### src/include/wsf_pkg.sv
/*
  wsf_pkg: shared constants, types and states of the wan sublayer framer.
  assumes 32-bit words on both the pcs and the pma side, one clock domain.
*/
`default_nettype none
package wsf_pkg;
  localparam int unsigned WORD_W        = 32;          // datapath width
  localparam int unsigned ROWS          = 9;           // rows per frame
  localparam int unsigned TOH_WORDS     = 144;         // transport oh cols
  localparam int unsigned FRM_OCT_WORDS = 48;          // 192 octets each
  localparam int unsigned UNSCR_WORDS   = 97;          // framing + trace
  localparam int unsigned B1_ROW        = 1;           // parity byte row
  localparam int unsigned PTR_ROW       = 3;           // pointer word row
  localparam logic [7:0]  FIRST_OCT_RST = 8'hf6;       // first framing octet
  localparam logic [7:0]  SECOND_OCT_RST = 8'h28;      // second framing octet
  localparam logic [6:0]  SCR_SEED      = 7'h7f;       // scrambler preset
  localparam logic [9:0]  TX_PTR        = 10'h000;     // envelope offset
  localparam logic [5:0]  PTR_FLAGS     = 6'h18;       // ndf off, ss bits
  localparam logic [7:0]  PATH_LABEL    = 8'h1a;       // path signal label
  localparam int unsigned FIFO_DEPTH    = 4;           // tx buffer words

  // one data word with its valid qualifier
  typedef struct packed {
    logic              valid;
    logic [WORD_W-1:0] data;
  } wsf_word_t;

  // receive frame search states, one-hot
  typedef enum logic [2:0] {
    ST_HUNT    = 3'b001,
    ST_PRESYNC = 3'b010,
    ST_SYNC    = 3'b100
  } wsf_state_t;
endpackage
`default_nettype wire

### src/design/wsf_framer.sv
/*
  wsf_framer: wan sublayer datapath, tx mapper/framer and rx deframer, plus
  its tx buffer fifo. assumes the pma receive words arrive already on
  i_sys_clk, qualified by a valid strobe at the word rate, and that the
  management logic drives the mode and framing inputs on the same clock.
*/
// Functional notes
// - wide area select bit enters wan operation
// - status output shows wan operation active
// - one control drives both directions together
// - tx pcs words mapped into payload envelope
// - tx inserts section, line, path overhead
// - tx scrambles frame, then sends to pma
// - rx finds octet and frame boundaries
// - rx descrambles, checks parity and alarms
// - rx reads pointer to locate envelope
// - rx extracts payload to the pcs
// - framing octets are f6 then 28
// - all framing octets from two fields
// - wan stream carries framed 32-bit payload words
`default_nettype none

// small synchronous fifo; in_ready low when full stalls the writer
module wsf_fifo #(
  parameter int unsigned WIDTH = 32,
  parameter int unsigned DEPTH = 4
) (
  // clock and reset
  input  wire logic             i_sys_clk,
  input  wire logic             i_rstn,
  // write side
  input  wire logic             i_in_valid,
  input  wire logic [WIDTH-1:0] i_in_data,
  output logic                  o_in_ready,
  // read side
  output logic                  o_out_valid,
  output logic [WIDTH-1:0]      o_out_data,
  input  wire logic             i_out_ready
);
  localparam int unsigned AW = $clog2(DEPTH);
  logic [WIDTH-1:0] mem_q [DEPTH];    // storage
  logic [AW-1:0]    wr_q;             // write pointer
  logic [AW-1:0]    rd_q;             // read pointer
  logic [AW:0]      cnt_q;            // fill level
  logic             push;
  logic             pop;

  assign o_in_ready  = (cnt_q != (AW+1)'(DEPTH));
  assign o_out_valid = (cnt_q != '0);
  assign o_out_data  = mem_q[rd_q];
  assign push        = i_in_valid && o_in_ready;
  assign pop         = o_out_valid && i_out_ready;

  // storage needs no reset, it is only read behind the fill level
  always_ff @(posedge i_sys_clk)
  begin
    if (push)
      mem_q[wr_q] <= i_in_data;
  end

  // pointers and fill level
  always_ff @(posedge i_sys_clk or negedge i_rstn)
  begin
    if (!i_rstn)
    begin
      wr_q  <= '0;
      rd_q  <= '0;
      cnt_q <= '0;
    end
    else
    begin
      if (push)
        wr_q <= (wr_q == AW'(DEPTH-1)) ? '0 : wr_q + 1'b1;
      if (pop)
        rd_q <= (rd_q == AW'(DEPTH-1)) ? '0 : rd_q + 1'b1;
      cnt_q <= cnt_q + (AW+1)'(push) - (AW+1)'(pop);
    end
  end
endmodule

module wsf_framer #(
  parameter int unsigned ROW_WORDS = 4320          // words per row
) (
  // clock and reset
  input  wire logic                i_sys_clk,
  input  wire logic                i_rstn,
  // management control and status
  input  wire logic                i_wide_area_select,
  input  wire logic [7:0]          i_tx_first_framing_value,
  input  wire logic [7:0]          i_tx_second_framing_value,
  output logic                     o_wan_active,
  // pcs side
  input  wire wsf_pkg::wsf_word_t  i_pcs_tx,
  output logic                     o_pcs_tx_ready,
  output wsf_pkg::wsf_word_t       o_pcs_rx,
  // pma side
  output wsf_pkg::wsf_word_t       o_pma_tx,
  input  wire wsf_pkg::wsf_word_t  i_pma_rx,
  // receive alarms
  output logic                     o_rx_lof,
  output logic                     o_rx_b1_err,
  output logic                     o_rx_ptr_err
);
  import wsf_pkg::*;

  localparam int unsigned CW = $clog2(ROW_WORDS);

  // frame-synchronous x^7+x^6+1 scrambler over one word, msb first;
  // returns next state above the scrambled word
  function automatic logic [38:0] scr_word(input logic [6:0] st,
                                           input logic [31:0] w);
    logic [6:0]  s;
    logic [31:0] o;
    s = st;
    o = '0;
    for (int i = 31; i >= 0; i--)
    begin
      o[i] = w[i] ^ s[6];
      s    = {s[5:0], s[6] ^ s[5]};
    end
    return {s, o};
  endfunction

  // xor of the four bytes of a word, one bip-8 step
  function automatic logic [7:0] bip_word(input logic [31:0] w);
    return w[31:24] ^ w[23:16] ^ w[15:8] ^ w[7:0];
  endfunction

  // mode register: one bit steers both directions
  logic wan_q;
  always_ff @(posedge i_sys_clk or negedge i_rstn)
  begin
    if (!i_rstn)
      wan_q <= 1'b0;
    else
      wan_q <= i_wide_area_select;
  end
  assign o_wan_active = wan_q;

  // transmit buffer between pcs and the mapper
  logic        fifo_valid;
  logic [31:0] fifo_data;
  logic        fifo_pop;
  wsf_fifo #(.WIDTH(WORD_W), .DEPTH(FIFO_DEPTH)) u_tx_fifo (
    .i_sys_clk   (i_sys_clk),
    .i_rstn      (i_rstn),
    .i_in_valid  (i_pcs_tx.valid),
    .i_in_data   (i_pcs_tx.data),
    .o_in_ready  (o_pcs_tx_ready),
    .o_out_valid (fifo_valid),
    .o_out_data  (fifo_data),
    .i_out_ready (fifo_pop)
  );

  // transmit frame position and running state
  logic [3:0]    tx_row_q;
  logic [CW-1:0] tx_col_q;
  logic [6:0]    tx_scr_q;
  logic [7:0]    tx_bip_q;            // parity of frame in progress
  logic [7:0]    tx_b1_q;             // parity of previous frame
  logic [31:0]   tx_word;             // word before scrambling
  logic          tx_unscr;
  logic          tx_payload;
  logic [38:0]   tx_scr;
  logic [31:0]   tx_line;
  logic          tx_fstart;

  assign tx_fstart  = (tx_row_q == '0) && (tx_col_q == '0);
  assign tx_unscr   = (tx_row_q == '0) && (tx_col_q < CW'(UNSCR_WORDS));
  assign tx_payload = (tx_col_q > CW'(TOH_WORDS) + CW'(TX_PTR));
  // in wan mode payload words leave the fifo only in envelope data columns, so the
  // fifo fills during overhead and back-pressures the pcs
  assign fifo_pop   = wan_q ? tx_payload : 1'b1;

  // overhead and payload selection for the current column
  always_comb
  begin
    tx_word = '0;
    if (tx_row_q == '0 && tx_col_q < CW'(FRM_OCT_WORDS))
      tx_word = {4{i_tx_first_framing_value}};
    else if (tx_row_q == '0 && tx_col_q < CW'(2*FRM_OCT_WORDS))
      tx_word = {4{i_tx_second_framing_value}};
    else if (tx_row_q == 4'(B1_ROW) && tx_col_q == '0)
      tx_word = {tx_b1_q, 24'h0};
    else if (tx_row_q == 4'(PTR_ROW) && tx_col_q == '0)
      tx_word = {PTR_FLAGS, TX_PTR, 16'h0};
    else if (tx_col_q == CW'(TOH_WORDS) + CW'(TX_PTR))
      tx_word = {16'h0, PATH_LABEL, 8'h0};
    else if (tx_payload && fifo_valid)
      tx_word = fifo_data;
  end

  // the scrambler is preset at the first scrambled word of each frame
  assign tx_scr  = scr_word(tx_col_q == CW'(UNSCR_WORDS) && tx_row_q == '0
                            ? SCR_SEED : tx_scr_q, tx_word);
  assign tx_line = tx_unscr ? tx_word : tx_scr[31:0];

  // transmit framer state; held at frame start while bypassed
  always_ff @(posedge i_sys_clk or negedge i_rstn)
  begin
    if (!i_rstn)
    begin
      tx_row_q <= '0;
      tx_col_q <= '0;
      tx_scr_q <= SCR_SEED;
      tx_bip_q <= '0;
      tx_b1_q  <= '0;
    end
    else if (!wan_q)
    begin
      tx_row_q <= '0;
      tx_col_q <= '0;
      tx_scr_q <= SCR_SEED;
      tx_bip_q <= '0;
      tx_b1_q  <= '0;
    end
    else
    begin
      tx_scr_q <= tx_scr[38:32];
      // parity covers the scrambled line words of one whole frame
      tx_bip_q <= (tx_fstart ? 8'h0 : tx_bip_q) ^ bip_word(tx_line);
      if (tx_fstart)
        tx_b1_q <= tx_bip_q;
      if (tx_col_q == CW'(ROW_WORDS - 1))
      begin
        tx_col_q <= '0;
        tx_row_q <= (tx_row_q == 4'(ROWS - 1)) ? '0 : tx_row_q + 1'b1;
      end
      else
        tx_col_q <= tx_col_q + 1'b1;
    end
  end

  // registered pma output, framed or passed through
  always_ff @(posedge i_sys_clk or negedge i_rstn)
  begin
    if (!i_rstn)
      o_pma_tx <= '0;
    else if (wan_q)
      o_pma_tx <= '{valid: 1'b1, data: tx_line};
    else
      o_pma_tx <= '{valid: fifo_valid, data: fifo_data};
  end

  // receive window: two held words and the arriving one
  logic [31:0]   rx_w1_q;
  logic [31:0]   rx_w2_q;
  logic [95:0]   rx_win;
  logic [31:0]   rx_match;
  logic [4:0]    rx_off_q;            // locked bit offset
  logic [4:0]    rx_first;
  wsf_state_t    rx_st_q;
  logic [3:0]    rx_row_q;
  logic [CW-1:0] rx_col_q;
  logic [6:0]    rx_scr_q;
  logic [7:0]    rx_bip_q;
  logic [7:0]    rx_b1_q;
  logic          rx_b1_ok_q;          // a whole frame has been summed
  logic [9:0]    rx_ptr_q;
  logic [31:0]   rx_al;
  logic [38:0]   rx_dscr;
  logic [31:0]   rx_word;
  logic          rx_fstart;
  logic          rx_chk;

  assign rx_win = {rx_w2_q, rx_w1_q, i_pma_rx.data};
  // boundary marker: last four first octets then four second octets
  for (genvar k = 0; k < 32; k++)
  begin : g_search
    assign rx_match[k] = (rx_win[k +: 64] ==
                          {{4{FIRST_OCT_RST}}, {4{SECOND_OCT_RST}}});
  end

  // lowest offset that shows the marker
  always_comb
  begin
    rx_first = '0;
    for (int i = 31; i >= 0; i--)
    begin
      if (rx_match[i])
        rx_first = 5'(i);
    end
  end

  assign rx_al     = rx_win[rx_off_q +: 32];
  assign rx_fstart = (rx_row_q == '0) && (rx_col_q == '0);
  // marker check lands on the first second-octet word of row zero
  assign rx_chk    = (rx_row_q == '0) && (rx_col_q == CW'(FRM_OCT_WORDS));
  assign rx_dscr   = scr_word(rx_col_q == CW'(UNSCR_WORDS) && rx_row_q == '0
                              ? SCR_SEED : rx_scr_q, rx_al);
  assign rx_word   = (rx_row_q == '0 && rx_col_q < CW'(UNSCR_WORDS))
                     ? rx_al : rx_dscr[31:0];

  // receive frame search, position, descrambler and overhead checks
  always_ff @(posedge i_sys_clk or negedge i_rstn)
  begin
    if (!i_rstn)
    begin
      rx_w1_q <= '0;
      rx_w2_q <= '0;
      rx_off_q <= '0;
      rx_st_q <= ST_HUNT;
      rx_row_q <= '0;
      rx_col_q <= '0;
      rx_scr_q <= SCR_SEED;
      rx_bip_q <= '0;
      rx_b1_q <= '0;
      rx_b1_ok_q <= 1'b0;
      rx_ptr_q <= '0;
      o_rx_b1_err <= 1'b0;
      o_rx_ptr_err <= 1'b0;
    end
    else if (!wan_q)
    begin
      rx_st_q <= ST_HUNT;
      rx_b1_ok_q <= 1'b0;
      o_rx_b1_err <= 1'b0;
      o_rx_ptr_err <= 1'b0;
    end
    else
    begin
      o_rx_b1_err <= 1'b0;
      if (i_pma_rx.valid)
      begin
        rx_w2_q <= rx_w1_q;
        rx_w1_q <= i_pma_rx.data;
        rx_scr_q <= rx_dscr[38:32];
        rx_col_q <= (rx_col_q == CW'(ROW_WORDS - 1)) ? '0 : rx_col_q + 1'b1;
        if (rx_col_q == CW'(ROW_WORDS - 1))
          rx_row_q <= (rx_row_q == 4'(ROWS - 1)) ? '0 : rx_row_q + 1'b1;
        rx_bip_q <= (rx_fstart ? 8'h0 : rx_bip_q) ^ bip_word(rx_al);
        if (rx_fstart)
        begin
          rx_b1_q <= rx_bip_q;
          rx_b1_ok_q <= (rx_st_q == ST_SYNC);
        end
        // parity is judged only while locked, a lost frame has no meaning
        if (rx_row_q == 4'(B1_ROW) && rx_col_q == '0 && rx_b1_ok_q &&
            rx_st_q == ST_SYNC)
          o_rx_b1_err <= (rx_word[31:24] != rx_b1_q);
        if (rx_row_q == 4'(PTR_ROW) && rx_col_q == '0)
        begin
          rx_ptr_q <= rx_word[25:16];
          o_rx_ptr_err <= (rx_word[25:16] >
                           10'(ROW_WORDS - TOH_WORDS - 1));
        end
        case (rx_st_q)
          ST_HUNT:
          begin
            // lock offset, next word is the second of the second octets
            if (rx_match != '0)
            begin
              rx_off_q <= rx_first;
              rx_st_q <= ST_PRESYNC;
              rx_row_q <= '0;
              rx_col_q <= CW'(FRM_OCT_WORDS + 1);
              rx_b1_ok_q <= 1'b0;
            end
          end
          ST_PRESYNC, ST_SYNC:
          begin
            // one confirmation promotes, any miss drops back to search
            if (rx_chk)
              rx_st_q <= rx_match[rx_off_q] ? ST_SYNC : ST_HUNT;
          end
          default:
            rx_st_q <= ST_HUNT;
        endcase
      end
    end
  end

  // bypass forces loss of frame at once; the search state only drops back
  // one edge later, and lock must never be reported outside wan operation
  assign o_rx_lof = !wan_q || (rx_st_q != ST_SYNC);

  // payload extraction, skipping overhead and the path overhead column
  always_ff @(posedge i_sys_clk or negedge i_rstn)
  begin
    if (!i_rstn)
      o_pcs_rx <= '0;
    else if (!wan_q)
      o_pcs_rx <= i_pma_rx;
    else
      o_pcs_rx <= '{valid: i_pma_rx.valid && rx_st_q == ST_SYNC &&
                           rx_col_q > CW'(TOH_WORDS) + CW'(rx_ptr_q),
                    data: rx_word};
  end
endmodule
`default_nettype wire

### config.mk
export PLATFORM = sky130hd
export DESIGN_NAME = wsf_framer
export DESIGN_NICKNAME = d
export VERILOG_FILES = /design/src/include/wsf_pkg.sv /design/src/design/wsf_framer.sv
export SDC_FILE = /design/constraint.sdc
export NUM_CORES = 1
export LEC_CHECK = 0
export ABC_AREA = 1
export BUFFER_PORTS_ARGS = -buffer_cell sky130_fd_sc_hd__buf_2
export CAP_MARGIN = 10
export CORE_AREA = 2 2 282 284
export DETAILED_ROUTE_END_ITERATION = 16
export DIE_AREA = 0 0 284 286
export HOLD_SLACK_MARGIN = 0.03
export PLACE_DENSITY = 0.58
export SYNTH_ARGS = -nofsm -noshare
export SYNTH_HDL_FRONTEND = slang
export SYNTH_SLANG_ARGS = --single-unit
export TNS_END_PERCENT = 10
### constraint.sdc
create_clock -name i_sys_clk -period 2.87 [get_ports i_sys_clk]
set_input_delay 0.287 -clock i_sys_clk [delete_from_list [all_inputs] [get_ports i_sys_clk]]
set_output_delay 0.287 -clock i_sys_clk [all_outputs]
set_load 0.02 [all_outputs]
==> impl_results.md, run 1 <==
- Total GRT Usage: 28.5%
- Setup violators final: 1
- Port Buf Inserts: 155
- Fillers: 8179
- Post-layout util: 44.7%
- Logic pwr share: 54.0%
- Clk_lat worst skew: 0.62 ns
- Status: finished with violations
- Drt initial violations: 3507
- Top delay family on crit path: compound AO/OA/AOI/OAI gates
- Fin crit share: 100%
- Violated checks: negative setup slack
- Cell Area, Synth: 26400 sq um
- Clk sinks: 366
- Most used DFF post-synth: dfrtp_1
- ANT nets after route: 0
- Vias: 29567
- Sw frac: 45.0%
- DRC violations left: 0
- # IOs: 156
- Worst Skew: 0.0158 ns
- Startpoint type of the worst setup path: flip-flop
- Die ar.: 81200 sq um
- Share of layout cells above drive strength 1: 23.5%
- Rel. slew slack: 54.6%
- Fmax: 347 MHz
- Critical path buffers and inverters: 3
- Vias/cell: 5.26
- First-pass GRT wire length: 176 mm
- Top-area cell type share of the netlist area: 21.2%
- Worst setup margin: -0.0131 ns
- Post-synth EDFFs: 128
- FF+latch count, synth: 366
- Slowest cell on crit path: dfrtp_4
- Most frequent cell after synthesis: nand2_1
- Clock power frac: 20.2%
- Cell count after synthesis: 3862
- Slew Limit Fails: 0
- Die Wd: 284 microns
- First-pass DRT Iterations: 7
- Final wirelength: 119 mm
- Detailed placement HPWL: 94.0 mm
- Placed inst area: 32400 sq um
- Netlist cell types: 63
- Die H: 286 microns
- Antenna violations before repair: 5
- Pint: 16.1 mW
- Setup Crit Path Kind: flip-flop to flip-flop
- Post-synth top area cell: dfrtp_1
- Placed insts: 5478
- Area of the multi-input gates: 14900 sq um
- Setup crit end kind: flip-flop
- Final Hold Viols: 0
- Hold Path Class: primary input to flip-flop
- Fin cells: 5617
- Largest cells by area after synthesis: dfrtp_1 21%, nand2_1 17%, edfxtp_1 15%, o21ai_0 6.7%, nor2_1 6.0%
- CP dominant cell by count: nand2_1
- Post-synthesis area per instance: 6.83 sq um
- WL per Instance: 21.1 microns
- Clock Path Buffers: 3
- Root Buffer: clkbuf_16
- Fraction of registers with async set/reset: 65.0%
- Peak VDD IR: 0.688 mV
- CORE AREA: 78400 sq um
- Worst EP arrival: 3.43 ns
- Sw power: 13.2 mW
- Largest net degree at the start of global routing: 147
- Vias in the first global route: 27846
- Fin Setup TNS: -0.0131 ns
- TritonCTS clock tree: yes
- Clock transition at path regs: 0.06 ns
- Register area: 9840 sq um
- Synth warn: 0
- Num CTS Buffers: 45
- Pre-CTS WS: -0.210 ns
- Area Overhead vs Synth: 32.7%
- Fin nets: 4646
- Crit path max fanout: 36
- Initial Utilization: 33.7%
- CTS H-tree lvls: 2
- Register area share after synthesis: 37.2%
- Worst path cell trace: buf_12, o21ai_0, mux2i_1, o21a_1, nand2_1, nand2_1, o21ai_1, buf_4, xnor2_1, nand2_1, o21ai_0, buf_4
- WP data required: 3.42 ns
- Minimum clock period: 2.88 ns
- Lkg Pwr: 16.8 nW
- Worst Tran Pin Value: 0.681 ns
- GRT overflow: 0
- Post-Syn Nets: 3979
- Unrepaired setup endpoints after global routing: yes
- Gpl congestion: 1.05
- Max-cap viol count: 0
- Part of the power in registers: 25.8%
- Row count: 103
- Synth cell count leaders: 1191 x nand2_1, 421 x nor2_1, 353 x o21ai_0, 350 x inv_1, 277 x nand3_1
- Worst path max stage delay: 0.50 ns
- Power Density: 836 nW/um^2
- Final instance area: 35000 sq um
==> per-layer routing <==
metal | global-route usage, % | part of all wire [%]
met5 | 0 | 0.033
met4 | 10.7 | 4.0
met3 | 5.30 | 9.0
met2 | 44.5 | 44
met1 | 39.3 | 43
==> sequential cells by signal, indices dropped and copies added, names as in the netlist, 10 cells and up <==
signal	count
u_tx_fifo.mem_q	128
o_pcs_rx	33
rx_col_q	13
rx_ptr_q	10
o_pma_tx	33
tx_col_q	13
rx_w2_q	31
rx_w1_q	32
==> worst paths after layout <==
path	from	cells past startpoint	slack (ns)	to
max reg2reg	rx_off_q[0]	12	-0.01	o_pcs_rx[16]
max in group asynchronous	i_rstn	3	1.85	u_tx_fifo.rd_q[0]
max	rx_off_q[0]	12	-0.01	o_pcs_rx[16]
min	i_pma_rx[11]	3	0.06	rx_w1_q[11]
min in group asynchronous	i_rstn	2	0.24	rx_w2_q[29]
min reg2reg	rx_bip_q[2]	2	0.49	rx_b1_q[2]
==> worst reg2reg max path: stages (launching register included) <==
cell	delay, ns
dfrtp_4	0.50
buf_12	0.18
o21ai_0	0.42
mux2i_1	0.27
o21a_1	0.27
nand2_1	0.09
nand2_1	0.05
o21ai_1	0.22
buf_4	0.16
xnor2_1	0.13
nand2_1	0.13
o21ai_0	0.18
buf_4	0.21
==> final cells by class <==
type                            instances  area share (%)
Multi-Input combinational cell       2953            42.6
Sequential cell                       366            28.1
Timing Repair Buffer                  783            16.9
Inverter                              380            4.12
Clock buffer                           61            3.80
Tap cell                             1050            3.75
Clock inverter                         22           0.626
Antenna cell                            2          0.0143
==> cells in the final DEF, fill, tap and decap left out, types with 12 or more instances in the layout <==
| cell type | Yosys | layout |
|---|---|---|
| dfrtp_1 | 223 | 208 |
| inv_2 | 23 | 26 |
| ha_1 | 31 | 31 |
| mux2i_1 | 32 | 30 |
| clkbuf_16 | 0 | 49 |
| o21ai_0 | 353 | 320 |
| nand2_2 | 40 | 41 |
| dfrtp_2 | 0 | 13 |
| nand3b_1 | 16 | 16 |
| nor4_1 | 36 | 31 |
| nor2_1 | 421 | 392 |
| nor2_2 | 11 | 28 |
| nand3_2 | 9 | 12 |
| o22ai_1 | 40 | 40 |
| o21ai_2 | 7 | 13 |
| nand2_1 | 1191 | 1182 |
| xor2_1 | 52 | 46 |
| a21oi_1 | 43 | 43 |
| dfstp_2 | 15 | 15 |
| nor3_2 | 2 | 12 |
| nand2_4 | 10 | 18 |
| nand4_1 | 147 | 147 |
| dlygate4sd3_1 | 0 | 36 |
| nand3_1 | 277 | 273 |
| buf_4 | 5 | 565 |
| nor3_1 | 83 | 69 |
| o211ai_1 | 28 | 28 |
| buf_12 | 0 | 27 |
| edfxtp_1 | 128 | 128 |
| buf_2 | 54 | 154 |
| xnor2_1 | 30 | 24 |
| inv_1 | 350 | 345 |
| nor2_4 | 2 | 14 |
| o21ai_1 | 20 | 45 |
==> per-stage QoR <==
stage / power, mW / hold slack, ns
after floorplan: 15.7 / -0.00859
after global placement: 22.5 / 0.297
after detailed placement: 22.6 / 0.297
after CTS: 28.7 / 0.0392
after global routing: 31.0 / 0.0915
final: 29.3 / 0.0650
==> cells by family (layout without fill, tap and decap cells) <==
kind of cell	after synthesis	count (layout)	synth area share [%]
buffers and inverters	543	1246	8.32
XOR/XNOR	87	87	3.03
flip-flops	366	366	37.2
adder cells (fa/ha/maj)	32	32	1.55
AND/OR/NAND/NOR	2272	2272	37.6
other	0	2	0
multiplexers	32	32	1.21
AO/OA/AOI/OAI	530	530	11.0
==> power by group through the flow <==
stage          sequential (mW)  combinational (mW)  clock, mW
4_1_cts                   7.51                15.1       6.03
2_1_floorplan             7.89                7.82          0
3_3_place_gp              7.57                15.0          0
3_5_place_dp              7.56                15.0          0
6_report                  7.55                15.8       5.91
5_1_grt                   7.65                17.1       6.24
==> what timing repair did <==
action / in CTS / in global routing
resized for setup: 10 / 148
pin swaps: 0 / 22
hold buffers: 36 / 0
gates cloned: 0 / 0
endpoints found under the setup margin: 16 / 73
buffers inserted: 0 / 18
hold endpoints to repair: 188 / 0
No activity file was read; power rests on OpenSTA's default activity.
==> inputs of run 2 (changes only) <==
--- a/config.mk
+++ b/config.mk
@@ -8,9 +8,9 @@
 export ABC_AREA = 1
 export BUFFER_PORTS_ARGS = -buffer_cell sky130_fd_sc_hd__buf_2
 export CAP_MARGIN = 10
-export CORE_AREA = 2 2 282 284
+export CORE_AREA = 2 2 325 247
 export DETAILED_ROUTE_END_ITERATION = 16
-export DIE_AREA = 0 0 284 286
+export DIE_AREA = 0 0 327 249
 export HOLD_SLACK_MARGIN = 0.03
 export PLACE_DENSITY = 0.58
 export SYNTH_ARGS = -nofsm -noshare
==> impl_results.md, run 2 (synthesized netlist as in run 1, its figures left out) <==
- Sw power: 12.5 mW (-4.7%)
- Vias: 29589 (+0.074%)
- Fin Hold WS: 0.0835 ns (+0.0186 ns)
- Clock Path Buffers: 3 (unchanged)
- Placed inst area: 31900 sq um (-1.5%)
- Fmax: 349 MHz (+0.54%)
- Hold Path Class: primary input to flip-flop
- Num CTS Buffers: 43 (-4.4%)
- Area of the multi-input gates: 14800 sq um (-0.83%)
- Largest register FFs: 128 (unchanged)
- Part of the power in registers: 26.8% (+1.0 points)
- Clk_lat worst skew: 0.64 ns (+0.02 ns)
- Clk sinks: 366 (unchanged)
- Startpoint type of the worst setup path: flip-flop
- Die ar.: 81400 sq um (+0.25%)
- Hold EP: rx_w1_q[25]
- Final Hold Viols: 0 (unchanged)
- Clock transition at path regs: 0.07 ns (about the same)
- Lkg Pwr: 16.4 nW (-2.3%)
- Unrepaired setup endpoints after global routing: yes
- Biggest register: u_tx_fifo.mem_q
- RR Startpoint: rx_w1_q[14]
- Drt initial violations: 3807 (+8.6%)
- Worst Tran Pin Value: 0.735 ns (+0.0544 ns)
- DRC violations left: 0 (unchanged)
- Fillers: 8087 (-1.1%)
- Vias in the first global route: 27556 (-1.0%)
- Crit path max fanout: 6 (-83%)
- Worst EP arrival: 3.43 ns (about the same)
- Register-to-Register Path Depth: 15 (+3)
- Area Overhead vs Synth: 30.7%
- Final instance area: 34500 sq um (-1.5%)
- Fin cells: 5549 (-1.2%)
- Placed insts: 5411 (-1.2%)
- ANT nets after route: 0 (unchanged)
- Pre-CTS WS: -0.322 ns (-0.112 ns)
- Top Registers: u_tx_fifo.mem_q x128, o_pcs_rx x33, o_pma_tx x33
- WL per Instance: 22.0 microns (+4.1%)
- Setup crit end kind: flip-flop
- Commonest cells after routing, fill and taps aside: 1171 x nand2_1, 496 x buf_4, 399 x nor2_1
- CTS H-tree lvls: 2 (unchanged)
- Worst Skew: 0.0527 ns (+0.0369 ns)
- RR Endpoint: rx_st_q[2]
- Slew Limit Fails: 0 (unchanged)
- Clock power frac: 22.3% (+2.1 points)
- Vias/cell: 5.33 (+1.3%)
- Die Wd: 327 microns (+15%)
- Logic pwr share: 50.9% (-3.1 points)
- Root Buffer: clkbuf_16
- Power Density: 815 nW/um^2 (-2.5%)
- WP data required: 3.43 ns (about the same)
- Sw frac: 44.7% (-0.31 points)
- Die H: 249 microns (-13%)
- First-pass DRT Iterations: 6 (-1)
- Rel. slew slack: 51.0% (-3.6 points)
- Gpl congestion: 1.06 (+1.0%)
- Share of layout cells above drive strength 1: 22.2% (-1.4 points)
- Pint: 15.5 mW (-3.4%)
- Initial Utilization: 33.8% (+0.13 points)
- Post-layout util: 44.2% (-0.50 points)
- Fin nets: 4585 (-1.3%)
- Largest net degree at the start of global routing: 82 (-44%)
- Detailed placement HPWL: 97.2 mm (+3.4%)
- Setup violators final: 0 (-1)
- Fin crit share: 99.9% (-0.54 points)
- Status: complete, no violations
- Register area: 9830 sq um (about the same)
- Power Total: 28.1 mW (-4.0%)
- R2R setup slack: 0.002 ns (+0.02 ns)
- Most common cell after layout, fill and taps aside: nand2_1
- Max-cap viol count: 0 (unchanged)
- Peak VDD IR: 0.693 mV (+0.72%)
- Total GRT Usage: 29.4% (+0.82 points)
- CORE AREA: 78100 sq um (-0.38%)
- WHS Path Cells: 3 (unchanged)
- Row count: 89 (-14%)
- Port Buf Inserts: 155 (unchanged)
- Minimum clock period: 2.87 ns (-0.0156 ns)
- Antenna violations before repair: 3 (-2)
- TritonCTS clock tree: yes
- Setup Crit Path Kind: flip-flop to flip-flop
- Worst setup margin: 0.00249 ns (+0.0156 ns)
- Fin Setup TNS: 0 ns (+0.0131 ns)
- Final wirelength: 122 mm (+2.8%)
- First-pass GRT wire length: 180 mm (+2.4%)
- GRT overflow: 0 (unchanged)
- Hold Path Origin: i_pma_rx[25]
- # IOs: 156 (unchanged)
-- run 2: cell types whose count changed in the layout (fill, tap and decap cells not counted), moves of 7 or more --
cell	delta
buf_4	-69
bufinv_16	+8
nand2_1	-11
nand2_2	+11
nor2_1	+7
nor3_1	+7
o21ai_0	+9
-- run 2: metal layers --
| layer | part of all wire [%] | track usage (%) | routed length, microns |
|---|---|---|---|
| met3 | 11 | 7.17 | 13900 |
| met1 | 48 | 46.3 | 58400 |
| met2 | 39 | 39.3 | 47000 |
| met5 | 0.011 | 0 | 13 |
| met4 | 2.2 | 6.54 | 2690 |
-- run 2: worst max path at each step --
stage | end | cells past startpoint | slack [ns] | startpoint
floorplan | u_tx_fifo.mem_q[0][0] | 4 | 0.27 | u_tx_fifo.cnt_q[1]
global placement | rx_bip_q[2] | 14 | -0.38 | rx_off_q[0]
detailed placement | rx_bip_q[2] | 14 | -0.32 | rx_off_q[0]
CTS | rx_col_q[10] | 14 | -0.005 | rx_w1_q[19]
global route | o_pcs_rx[2] | 21 | -0.09 | rx_row_q[0]
finish | rx_st_q[2] | 15 | 0.002 | rx_w1_q[14]
-- run 2: power by group through the flow --
stage          combinational, mW  sequential, mW  clock, mW
3_3_place_gp                13.5            7.59          0
4_1_cts                     13.7            7.51       6.37
3_5_place_dp                13.6            7.58          0
2_1_floorplan               7.82            7.89          0
6_report                    14.3            7.53       6.26
5_1_grt                     15.7            7.65       6.59
-- run 2: final cells by class --
type                    count  share of cell area, %
inverters                 380                   4.21
diodes                      1                0.00726
repair buffers            722                   16.0
well taps                1046                   3.80
clock inverters            26                   1.19
multi-input cells        2955                   42.9
flip-flops and latches    366                   28.5
clock buffers              53                   3.37
-- run 2: critical path, stage by stage (launching register included) --
cell      delay (ns)
dfrtp_1         0.43
buf_4           0.20
nor2_1          0.26
buf_4           0.25
nand2_1         0.08
nor3_1          0.20
buf_4           0.18
and3_1          0.33
nand3_1         0.13
o211ai_1        0.13
o211ai_1        0.12
nand3_1         0.12
nand3_1         0.14
nand2_1         0.12
nand2_1         0.06
nand2_1         0.06
-- run 2: what timing repair did --
action                                  CTS  global route
setup buffers                             0            20
cloned                                    0             2
resized for setup                         6           130
hold endpoints to repair                202             0
pin swaps                                 0            15
hold buffers                             36             0
endpoints found under the setup margin   25            74
